===== config.mk =====
export PLATFORM = sky130hd
export DESIGN_NAME = bst_tap
export DESIGN_NICKNAME = d
export VERILOG_FILES = /design/src/include/bst_pkg.sv /design/src/rtl/bst_tap.sv
export SDC_FILE = /design/constraint.sdc
export NUM_CORES = 1
export LEC_CHECK = 0
export ABC_CLOCK_PERIOD_IN_PS = 8150
export BUFFER_PORTS_ARGS = -buffer_cell sky130_fd_sc_hd__buf_2
export CORE_MARGIN = 2
export CORE_UTILIZATION = 40
export CTS_CLUSTER_DIAMETER = 120
export DETAILED_ROUTE_END_ITERATION = 10
export PLACE_DENSITY_LB_ADDON = 0.08
export SYNTH_ARGS = -nofsm -noshare
export SYNTH_HDL_FRONTEND = slang
export SYNTH_SLANG_ARGS = --single-unit

===== constraint.sdc =====
create_clock -name ref_clk -period 8.15 [get_ports ref_clk]
set_input_delay 0.4075 -clock ref_clk [delete_from_list [all_inputs] [get_ports ref_clk]]
set_output_delay 0.4075 -clock ref_clk [all_outputs]
set_load 0.05 [all_outputs]

===== src/include/bst_pkg.sv =====
`default_nettype none
package bst_pkg;

   // ---------------------------------------------------------------
   // geometry of the boundary chain
   // ---------------------------------------------------------------
   localparam int NUM_IOB  = 4;            // io blocks on the die
   localparam int CELLS    = 3 * NUM_IOB;  // three cells per io block
   localparam int CELL_IN  = 0;            // order inside one block
   localparam int CELL_OUT = 1;
   localparam int CELL_OE  = 2;

   // ---------------------------------------------------------------
   // instruction register
   // ---------------------------------------------------------------
   localparam int         IR_W       = 5;
   localparam logic [4:0] IR_EXTEST  = 5'h00;
   localparam logic [4:0] IR_SAMPLE  = 5'h01;
   localparam logic [4:0] IR_USER1   = 5'h02;
   localparam logic [4:0] IR_USER2   = 5'h03;
   localparam logic [4:0] IR_CFG_RD  = 5'h04;
   localparam logic [4:0] IR_CFG_WR  = 5'h05;
   localparam logic [4:0] IR_INTEST  = 5'h07;
   localparam logic [4:0] IR_UCODE   = 5'h08;
   localparam logic [4:0] IR_IDCODE  = 5'h09;
   localparam logic [4:0] IR_FLOAT   = 5'h0a;
   localparam logic [4:0] IR_STARTUP = 5'h0c;
   localparam logic [4:0] IR_BYPASS  = 5'h1f;
   localparam logic [4:0] IR_CAPTURE = 5'h01; // fixed capture pattern

   // ---------------------------------------------------------------
   // data registers and timing
   // ---------------------------------------------------------------
   localparam int          WORD_W     = 32;
   localparam logic [4:0]  WORD_LAST  = 5'h1f;          // counter value when the last bit of a word shifts in
   localparam logic [31:0] DEVICE_ID  = 32'h0a5a_5001;  // arbitrary value, lsb 1
   localparam int          SYNC_STAGES = 2;
   localparam int          REF_CLK_NS  = 100;
   localparam int          TCK_MIN_NS  = 800;
   localparam int          TCK_MIN_CYC = TCK_MIN_NS / REF_CLK_NS; // samples per tck period

   // ---------------------------------------------------------------
   // types
   // ---------------------------------------------------------------
   typedef enum logic [3:0] {
      ST_RESET   = 4'h0, ST_IDLE    = 4'h1, ST_SEL_DR  = 4'h2, ST_CAP_DR  = 4'h3,
      ST_SH_DR   = 4'h4, ST_EX1_DR  = 4'h5, ST_PAU_DR  = 4'h6, ST_EX2_DR  = 4'h7,
      ST_UPD_DR  = 4'h8, ST_SEL_IR  = 4'h9, ST_CAP_IR  = 4'ha, ST_SH_IR   = 4'hb,
      ST_EX1_IR  = 4'hc, ST_PAU_IR  = 4'hd, ST_EX2_IR  = 4'he, ST_UPD_IR  = 4'hf
   } bst_state_t;

   typedef struct packed {
      logic tck;
      logic tms;
      logic tdi;
   } bst_pins_t;

   // level of a parked controller: tck and tms high, so leaving reset makes no edge
   localparam bst_pins_t PINS_IDLE = '{tck: 1'b1, tms: 1'b1, tdi: 1'b0};

   typedef struct packed {
      logic reset;
      logic update;
      logic shift;
   } bst_strobe_t;

endpackage
`default_nettype wire


===== src/rtl/bst_tap.sv =====
// How it works
// - decode 5-bit codes: 00000 extest, 00001 sample, 11111 bypass.
// - 00010 and 00011 put user scan register one or two in the path.
// - 00100 reads configuration back, 00101 loads configuration words.
// - 01000 shifts out the user code, 01001 the fixed device code.
// - 01010 floats every output pin and selects bypass.
// - 00111 internal test is listed but behaves as bypass.
// - public codes work always; user codes only after configuration is done.
// - every io block is a tri-state bidirectional pin in one chain.
// - each io block holds cells in, out, output enable, in that order.
// - user logic gets reset, update and shift strobes from the controller.
// - chain starts at the upper right die corner and runs round the edge.
`timescale 1ns/1ps
`default_nettype none
module bst_tap
   import bst_pkg::*;
(
   // clock and reset
   input  wire logic                 ref_clk,
   input  wire logic                 sys_rst,
   // test access pins
   input  wire bst_pins_t            tap_pins,
   output logic                      tdo_o,
   output logic                      tdo_oe,
   // io blocks: pad side and core side
   input  wire logic [NUM_IOB-1:0]   pad_in,
   output logic      [NUM_IOB-1:0]   pad_out,
   output logic      [NUM_IOB-1:0]   pad_oe,
   output logic      [NUM_IOB-1:0]   core_in,
   input  wire logic [NUM_IOB-1:0]   core_out,
   input  wire logic [NUM_IOB-1:0]   core_oe,
   // configuration side
   input  wire logic                 cfg_done,
   input  wire logic                 startup_clock_source,
   input  wire logic [WORD_W-1:0]    user_code_shift,
   input  wire logic                 cfg_rd_bit,
   output logic                      cfg_rd_shift,
   output logic      [WORD_W-1:0]    cfg_word,
   output logic                      cfg_valid,
   input  wire logic                 cfg_ready,
   output logic                      startup_step_by_tck,
   // user scan chains
   output logic                      user_scan_reg_one,
   output logic                      user_scan_reg_two,
   input  wire logic                 user_tdo_one,
   input  wire logic                 user_tdo_two,
   output logic                      user_tdi,
   output bst_strobe_t               user_strobe
);

   // ---------------------------------------------------------------
   // pin synchronisers
   // ---------------------------------------------------------------
   bst_pins_t          pins_m_q, pins_q;
   logic               tck_prev_q;
   logic [NUM_IOB-1:0] pad_m_q, pad_q;

   // stage one feeds stage two only; edges come from stage two and its delay
   always_ff @(posedge ref_clk or posedge sys_rst) begin
      if (sys_rst) begin
         pins_m_q   <= PINS_IDLE;     // a zero here would fake a tck rise after release
         pins_q     <= PINS_IDLE;
         tck_prev_q <= PINS_IDLE.tck;
         pad_m_q    <= '0;
         pad_q      <= '0;
      end else begin
         pins_m_q   <= tap_pins;
         pins_q     <= pins_m_q;
         tck_prev_q <= pins_q.tck;
         pad_m_q    <= pad_in;
         pad_q      <= pad_m_q;
      end
   end

   logic tck_rise, tck_fall;
   assign tck_rise = pins_q.tck & ~tck_prev_q;
   assign tck_fall = ~pins_q.tck & tck_prev_q;
   assign core_in  = pad_q;

   // ---------------------------------------------------------------
   // controller and shift registers
   // ---------------------------------------------------------------
   bst_state_t         st_q, st_d;
   logic [IR_W-1:0]    ir_q, ir_d, irs_q, irs_d;
   logic [WORD_W-1:0]  dr_q, dr_d;
   logic [CELLS-1:0]   bsr_q, bsr_d, upd_q, upd_d;
   logic               byp_q, byp_d, pend_q, pend_d, step_q, step_d;
   logic [4:0]         cnt_q, cnt_d;
   logic [IR_W-1:0]    op;
   logic [CELLS-1:0]   cap;
   logic               push, buf_ready;

   // effective operation: user codes wait for configuration, intest and unused codes fall to bypass
   always_comb begin
      op = ir_q;
      case (ir_q)
         IR_EXTEST, IR_SAMPLE, IR_CFG_RD, IR_CFG_WR,
         IR_IDCODE, IR_FLOAT, IR_STARTUP, IR_BYPASS: op = ir_q;
         IR_USER1, IR_USER2, IR_UCODE: op = cfg_done ? ir_q : IR_BYPASS;
         IR_INTEST: op = IR_BYPASS;
         default:   op = IR_BYPASS;
      endcase
   end

   // block 0 sits at the upper right corner, nearest tdo; the chain runs round
   genvar g;
   generate
      for (g = 0; g < NUM_IOB; g++) begin : g_iob
         assign cap[3*g+CELL_IN]  = pad_q[g];
         assign cap[3*g+CELL_OUT] = core_out[g];
         assign cap[3*g+CELL_OE]  = core_oe[g];
         // every block acts as a tri-state bidirectional pin in extest
         assign pad_out[g] = (op == IR_EXTEST) ? upd_q[3*g+CELL_OUT] : core_out[g];
         assign pad_oe[g]  = (op == IR_FLOAT) ? 1'b0 :
                             (op == IR_EXTEST) ? upd_q[3*g+CELL_OE] : core_oe[g];
      end
   endgenerate

   // sixteen-state walk on every synchronised tck rise
   always_comb begin
      st_d   = st_q;
      ir_d   = ir_q;
      irs_d  = irs_q;
      dr_d   = dr_q;
      bsr_d  = bsr_q;
      upd_d  = upd_q;
      byp_d  = byp_q;
      cnt_d  = cnt_q;
      pend_d = pend_q & ~push;
      step_d = 1'b0;
      if (tck_rise) begin
         case (st_q)
            ST_RESET:  st_d = pins_q.tms ? ST_RESET  : ST_IDLE;
            ST_IDLE:   st_d = pins_q.tms ? ST_SEL_DR : ST_IDLE;
            ST_SEL_DR: st_d = pins_q.tms ? ST_SEL_IR : ST_CAP_DR;
            ST_CAP_DR: st_d = pins_q.tms ? ST_EX1_DR : ST_SH_DR;
            ST_SH_DR:  st_d = pins_q.tms ? ST_EX1_DR : ST_SH_DR;
            ST_EX1_DR: st_d = pins_q.tms ? ST_UPD_DR : ST_PAU_DR;
            ST_PAU_DR: st_d = pins_q.tms ? ST_EX2_DR : ST_PAU_DR;
            ST_EX2_DR: st_d = pins_q.tms ? ST_UPD_DR : ST_SH_DR;
            ST_UPD_DR: st_d = pins_q.tms ? ST_SEL_DR : ST_IDLE;
            ST_SEL_IR: st_d = pins_q.tms ? ST_RESET  : ST_CAP_IR;
            ST_CAP_IR: st_d = pins_q.tms ? ST_EX1_IR : ST_SH_IR;
            ST_SH_IR:  st_d = pins_q.tms ? ST_EX1_IR : ST_SH_IR;
            ST_EX1_IR: st_d = pins_q.tms ? ST_UPD_IR : ST_PAU_IR;
            ST_PAU_IR: st_d = pins_q.tms ? ST_EX2_IR : ST_PAU_IR;
            ST_EX2_IR: st_d = pins_q.tms ? ST_UPD_IR : ST_SH_IR;
            ST_UPD_IR: st_d = pins_q.tms ? ST_SEL_DR : ST_IDLE;
            default:   st_d = ST_RESET;
         endcase
         case (st_q)
            ST_RESET:  ir_d = IR_IDCODE;
            ST_CAP_IR: irs_d = IR_CAPTURE;
            ST_SH_IR:  irs_d = {pins_q.tdi, irs_q[IR_W-1:1]};
            ST_UPD_IR: ir_d = irs_q;
            ST_IDLE:   step_d = (op == IR_STARTUP) & startup_clock_source;
            ST_CAP_DR: begin
               byp_d = 1'b0;
               bsr_d = cap;
               cnt_d = '0;
               if (op == IR_IDCODE) dr_d = DEVICE_ID;
               if (op == IR_UCODE)  dr_d = user_code_shift;
            end
            ST_SH_DR: begin
               byp_d = pins_q.tdi;
               bsr_d = {pins_q.tdi, bsr_q[CELLS-1:1]};
               // a word waiting on a full buffer freezes further loading
               if (op != IR_CFG_WR || !pend_q) begin
                  dr_d = {pins_q.tdi, dr_q[WORD_W-1:1]};
               end
               if (op == IR_CFG_WR && !pend_q) begin
                  cnt_d  = cnt_q + 5'h01;
                  pend_d = (cnt_q == WORD_LAST);
               end
            end
            ST_UPD_DR: if (op == IR_EXTEST || op == IR_SAMPLE) upd_d = bsr_q;
            default:   ;
         endcase
      end
   end

   always_ff @(posedge ref_clk or posedge sys_rst) begin
      if (sys_rst) begin
         st_q   <= ST_RESET;
         ir_q   <= IR_IDCODE;
         irs_q  <= '0;
         dr_q   <= '0;
         bsr_q  <= '0;
         upd_q  <= '0;
         byp_q  <= 1'b0;
         cnt_q  <= '0;
         pend_q <= 1'b0;
         step_q <= 1'b0;
      end else begin
         st_q   <= st_d;
         ir_q   <= ir_d;
         irs_q  <= irs_d;
         dr_q   <= dr_d;
         bsr_q  <= bsr_d;
         upd_q  <= upd_d;
         byp_q  <= byp_d;
         cnt_q  <= cnt_d;
         pend_q <= pend_d;
         step_q <= step_d;
      end
   end

   assign startup_step_by_tck = step_q;
   assign cfg_rd_shift      = tck_rise & (st_q == ST_SH_DR) & (op == IR_CFG_RD);
   assign user_scan_reg_one = (op == IR_USER1);
   assign user_scan_reg_two = (op == IR_USER2);
   assign user_tdi          = pins_q.tdi;
   assign user_strobe.reset  = (st_q == ST_RESET);
   assign user_strobe.update = (st_q == ST_UPD_DR);
   assign user_strobe.shift  = (st_q == ST_SH_DR);

   // ---------------------------------------------------------------
   // two-entry buffer towards the configuration bus
   // ---------------------------------------------------------------
   logic [WORD_W-1:0] buf_q [2];
   logic [WORD_W-1:0] buf_d [2];
   logic              wp_q, wp_d, rp_q, rp_d;
   logic [1:0]        fill_q, fill_d;
   logic              pop;

   assign buf_ready = (fill_q != 2'd2);
   assign push      = pend_q & buf_ready;
   assign pop       = cfg_valid & cfg_ready;
   assign cfg_valid = (fill_q != 2'd0);
   assign cfg_word  = buf_q[rp_q];

   // a stalled receiver holds the word in the shifter instead of losing it
   always_comb begin
      buf_d  = buf_q;
      wp_d   = wp_q ^ push;
      rp_d   = rp_q ^ pop;
      fill_d = fill_q + {1'b0, push} - {1'b0, pop};
      if (push) buf_d[wp_q] = dr_q;
   end

   always_ff @(posedge ref_clk or posedge sys_rst) begin
      if (sys_rst) begin
         buf_q[0] <= '0;
         buf_q[1] <= '0;
         wp_q     <= 1'b0;
         rp_q     <= 1'b0;
         fill_q   <= '0;
      end else begin
         buf_q    <= buf_d;
         wp_q     <= wp_d;
         rp_q     <= rp_d;
         fill_q   <= fill_d;
      end
   end

   // ---------------------------------------------------------------
   // tdo, moved on the falling tck edge
   // ---------------------------------------------------------------
   logic tdo_q, tdo_d, oe_q, oe_d, dr_bit;

   always_comb begin
      case (op)
         IR_EXTEST, IR_SAMPLE:            dr_bit = bsr_q[0];
         IR_USER1:                        dr_bit = user_tdo_one;
         IR_USER2:                        dr_bit = user_tdo_two;
         IR_CFG_RD:                       dr_bit = cfg_rd_bit;
         IR_CFG_WR, IR_UCODE, IR_IDCODE:  dr_bit = dr_q[0];
         default:                         dr_bit = byp_q;
      endcase
      tdo_d = tdo_q;
      oe_d  = oe_q;
      if (tck_fall) begin
         oe_d  = (st_q == ST_SH_DR) | (st_q == ST_SH_IR);
         tdo_d = (st_q == ST_SH_IR) ? irs_q[0] : dr_bit;
      end
   end

   always_ff @(posedge ref_clk or posedge sys_rst) begin
      if (sys_rst) begin
         tdo_q <= 1'b0;
         oe_q  <= 1'b0;
      end else begin
         tdo_q <= tdo_d;
         oe_q  <= oe_d;
      end
   end

   assign tdo_o  = tdo_q;
   assign tdo_oe = oe_q;

endmodule // bst_tap
`default_nettype wire


==> After elaboration in Yosys (flattened, before gate mapping) <==
Index checks and enable logic that the tools add are counted.
{ "classes": {"n_addsub": 3, "n_lt_le_gt_ge": 3, "n_eq_ne": 40, "n_mux": 50, "n_bitwise": 16, "reduce_logical": 25} }
{ "ops": {"columns": ["operator", "n"], "rows": [
  ["32-bit 2-to-1 mux", 7],
  ["64-bit bitwise mux", 1],
  ["32-bit one-hot mux with 2 select lines", 1],
  ["4-bit one-hot mux with 12 select lines", 1],
  ["5-bit by 4-bit equality test with 1-bit output (second input constant)", 8],
  ["5-bit one-hot mux with 2 select lines", 4],
  ["32-bit demux with 1-bit select", 1],
  ["4-bit equality test (second input constant)", 8],
  ["12-bit one-hot mux with 2 select lines", 1],
  ["1-bit 2-to-1 mux", 21],
  ["5-bit by 2-bit equality test with 1-bit output (second input constant)", 4],
  ["5-bit by 3-bit equality test with 1-bit output (second input constant)", 4],
  ["4-bit by 3-bit equality test with 1-bit output (second input constant)", 4],
  ["4-bit 2-to-1 mux", 4],
  ["5-bit by 1-bit equality test with 1-bit output (second input constant)", 2],
  ["5-bit equality test (second input constant)", 2],
  ["5-bit zero test", 2],
  ["5-bit 2-to-1 mux", 2],
  ["3-bit OR reduction", 3],
  ["1-bit AND", 8],
  ["4-bit by 2-bit equality test with 1-bit output (second input constant)", 2],
  ["2-bit nonzero test", 4],
  ["8-bit OR reduction", 1],
  ["2-bit 2-to-1 mux", 3],
  ["other kinds (25)", 39]
]} }
{ "totals": {"ff_bits": 163, "out_inout_bits": 55, "elab_cells": 163} }

==> Longest topological paths before layout <==
{ "depth": {"depth_word": 8, "depth_mapped": 8} }

==> Least setup slack after synthesis <==
No wires, ideal clock.
{ "synth_timing": {"path_kind": "reg2reg", "start": "register st_q[3]", "end": "register ir_q[4]", "setup_ns": 0.121, "arrival_ns": 2.801, "required_ns": 8.029, "setup_slack_ns": 5.228, "path_stages_with_launch": 5, "synth_period_minus_slack_ns": 2.922, "path_cell_list": "dfrtp_1 > clkbuf_1 > nor4_1 > o21ai_0 > a22o_1"} }
{ "synth_lines": {"columns": ["item", "line", "source"], "rows": [
  ["start: declaration", "bst_tap.sv:83", "bst_state_t st_q, st_d;"],
  ["start signal: assignment", "bst_tap.sv:195", "st_q <= st_d;"],
  ["end signal: assignment", "bst_tap.sv:196", "ir_q <= ir_d;"],
  ["end: declaration", "bst_tap.sv:84", "logic [IR_W-1:0] ir_q, ir_d, irs_q, irs_d;"]
]} }

==> Worst setup path in the final report <==
{ "layout_timing": {"start": "register st_q[0]", "end": "output cfg_rd_shift"} }
{ "layout_between": {"elab_chain_cells": 3} }
{ "layout_rtl": {"columns": ["item", "line", "source"], "rows": [
  ["4-bit by 3-bit equality test with 1-bit output", "bst_tap.sv:209", "assign cfg_rd_shift = tck_rise & (st_q == ST_SH_DR) & (op == IR_CFG_RD);"],
  ["1-bit AND (2 in a row)", "bst_tap.sv:209", null],
  ["end: declaration", "bst_tap.sv:37", "output logic cfg_rd_shift,"]
]} }
No other way between the ends.

==> key figures <==
Route
  – Post-DR wirelength/cell: 18.4 µm
  – Iteration-0 DRC Markers: 201
  – DRC: 0
  – Routed WL: 16800 µm
  – Pre-antenna DRT Iters: 5
  – ANT nets after route: 0
  – Met3 Routed Length: 671 µm
  – Via count: 4913
  – DR top layer: met4
  – Routed wl met2: 8350 µm
  – Vias per cell: 5.36
  – Routed length on met1: 7660 µm

Yosys
  – Avg Cell Area, Syn: 12.5 µm²
  – Synth warnings: 0
  – Distinct cell type count after synthesis: 55
  – Post-synth EDFFs: 0
  – Post-synthesis cell count: 586
  – Ys flop type: dfrtp_1
  – Synthesized cell area: 0.00732 mm²
  – Asr flop ratio synth: 100%
  – Post-Syn Nets: 647
  – Sequential area share after synthesis: 54.5%
  – Yosys reg bits: 159

Cells and area
  – Most frequent cells in the layout: dfrtp_1, mux2_2, buf_2, nand2_1, a22o_1
  – Number of antenna diodes: 0
  – Layout cells sized above 1: 41.9%
  – Commonest non-fill, non-tap cell in the layout: dfrtp_1
  – FILL cells: 1648
  – Synthesis-to-finish area growth: 17.2%
  – Nets: 738

Floorplan
  – I/O pin count: 110
  – Rows: 49
  – Area of the core: 0.0180 mm²
  – Initial core utilization: 40.7%
  – Chip height: 139 µm
  – Die area: 0.0194 mm²
  – Die Wd: 139 µm

Clock network
  – Clock transition at path regs: 0.06 ns
  – Clk Latency, worst-skew pair: 0.42 ns
  – Clk root buf: clkbuf_16
  – CTS Sinks: 159
  – CTS Buffer Depth: 2
  – # Post-CTS Setup Buffers: 0
  – Hold Buf Count CTS: 0
  – CTS buffer count: 17
  – Cts repair resizes: 0
  – Clock tree from TritonCTS: done
  – CTS H-Tree Depth: 4

Status
  – Status: finished clean

STA
  – Final setup fails: 0
  – Setup TNS: 0 ns
  – RSZ-0062 raised after global routing: no
  – Max-Slew Margin vs Limit: 34.5%
  – Fmax achieved: 281 MHz
  – Final slew viol count: 0
  – Final hold violation count: 0
  – Tcrit/Tclk final: 43.7%
  – Worst Skew: 0.00769 ns
  – Final WS setup: 4.59 ns
  – Worst-Margin Slew: 0.977 ns
  – Final Critical Period: 3.56 ns

Power
  – Seq pwr share: 45.7%
  – Sw frac: 31.8%
  – Clock power share: 33.5%
  – Int Power: 0.00160 W
  – Net Sw Power: 0.000745 W
  – Logic gate share of total power: 20.8%
  – Leak: 4.41 nW
  – Power Total: 0.00234 W
  – P per Cell Area: 273 mW/mm²
  – Maximum vdd drop: 193 µV

Worst setup path
  – Reg2reg setup slack: 4.62 ns
  – Startpoint types: flop
  – WP data required: 7.74 ns
  – Crit path kind: flop to output port
  – CP max-delay cell: dfrtp_1
  – R2r startpoint: st_q[0]
  – Max Fanout on Critical Path: 32
  – CP Capture Type: output port
  – Worst Path Arrival: 3.16 ns
  – FF-to-FF path depth: 6
  – Crit-path max cell delay: 0.63 ns
  – Critical-path cell list: or4b_1 -> buf_4 -> inv_2 -> nand2_1 -> nor2_1 -> buf_2
  – R2r endpoint: dr_q[10]

GRT
  – Antenna violations before repair: 0
  – First-pass GRT wire length: 27500 µm
  – Largest net degree at the start of global routing: 87
  – GRT overflow: 0
  – Vias in the first global route: 5157
  – GRT Total Usage: 17.9%

Hold path
  – Hold path depth: 1
  – Hold WC Path Type: input port to flop
  – Hold EP: pins_m_q[2]
  – Hold Startpoint: tap_pins[2]

Placed design
  – Pre-CTS setup slack: 4.62 ns
  – Gpl congestion: 0.810
  – # port buffers: 109
  – Post-DP HPWL: 11000 µm

Job
  – Max cap viols: 0
==> power groups by stage <==
stage	logic [W]	registers, W	clock network (W)
finish	0.000487	0.00107	0.000786
detailed placement	0.000491	0.00108	0
CTS	0.000494	0.00107	0.000810
floorplan	0.000444	0.000989	0
global placement	0.000481	0.00108	0
global route	0.000535	0.00109	0.000842
==> Yosys cell counts, types with 2 or more instances <==
cell type	n	area [µm²]
nand2_1	42	158
o211ai_1	3	22.5
clkbuf_1	22	82.6
nor3_1	6	30.0
dfrtp_1	152	3800
a31oi_1	3	18.8
buf_6	3	33.8
inv_1	20	75.1
xnor2_1	3	26.3
nand2b_1	4	25.0
o2111ai_1	2	17.5
a32o_1	2	20.0
nor3b_1	3	22.5
nor2b_1	4	25.0
nand3_1	7	35.0
and4_1	2	17.5
and2_1	2	12.5
o32a_1	2	20.0
o22ai_1	10	62.6
nand3b_1	2	15.0
mux2i_1	24	240
nand4_1	4	25.0
nor2_1	11	41.3
buf_4	3	22.5
and3b_1	2	17.5
dfstp_2	7	184
o32ai_1	2	17.5
or4_1	2	15.0
o21a_1	3	22.5
a21oi_1	5	25.0
o21ai_0	29	145
buf_2	3	15.0
buf_1	9	33.8
ha_1	6	75.1
a22o_1	31	272
mux2_2	132	1490
==> logic make-up after synthesis <==
family	count (synthesis)	share of synthesized area, %
flip-flops	159	54.5
multiplexers	156	23.6
AND/OR/NAND/NOR	101	7.17
AO/OA/AOI/OAI	99	9.58
buffers and inverters	61	3.64
adder cells (fa/ha/maj)	6	1.03
XOR/XNOR	4	0.479
==> state kept, by name (all words and copies together), names as in the netlist <==
signal               flops
dr_q                    32
core_in                  4
byp_q                    1
st_q                     4
pins_m_q                 3
rp_q                     1
ir_q                     5
startup_step_by_tck      1
fill_q                   2
upd_q                    8
irs_q                    5
wp_q                     1
user_tdi                 1
pins_q                   2
tck_prev_q               1
pend_q                   1
buf_q                   64
bsr_q                   12
tdo_oe                   1
tdo_o                    1
cnt_q                    5
pad_m_q                  4
==> stage by stage <==
stage,hold slack (ns),cell area [µm²],utilization [%],instances
after global placement,0.332,7990,44.5,887
after floorplan,0.331,7320,-,586
final,0.0851,8570,47.7,916
after global routing,0.0636,8570,47.7,916
after detailed placement,0.336,7990,44.5,887
after CTS,0.0649,8570,47.7,916
==> critical path: cells and delay by family (launching register included) <==
kind | cells | cell delay (ns)
flip-flops | 1 | 0.63
buffers and inverters | 3 | 1.07
AND/OR/NAND/NOR | 3 | 1.01
==> worst max-delay path by stage <==
stage	from	endpoint	cells past startpoint
after floorplan	sys_rst	bsr_q[0]	1
after global placement	st_q[0]	dr_q[10]	6
after detailed placement	st_q[0]	dr_q[10]	6
after CTS	st_q[0]	cfg_rd_shift	6
after global routing	st_q[0]	dr_q[10]	6
final	st_q[0]	cfg_rd_shift	6
==> area by class of cell <==
class	count	area (µm²)	area share, %
sequential	159	3990	46.5
multi-input combinational	366	3070	35.8
timing repair buffer	112	568	6.62
clock buffer	23	498	5.81
tap	229	287	3.34
inverter	21	83.8	0.978
clock inverter	6	82.6	0.963
==> layer usage <==
metal	up-vias	track usage [%]
met1	2500	23.5
met4	0	4.31
li1	2299	-
met3	12	4.44
met2	102	30.1
met5	-	0
Note: power is estimated with default switching activity, not from simulation.
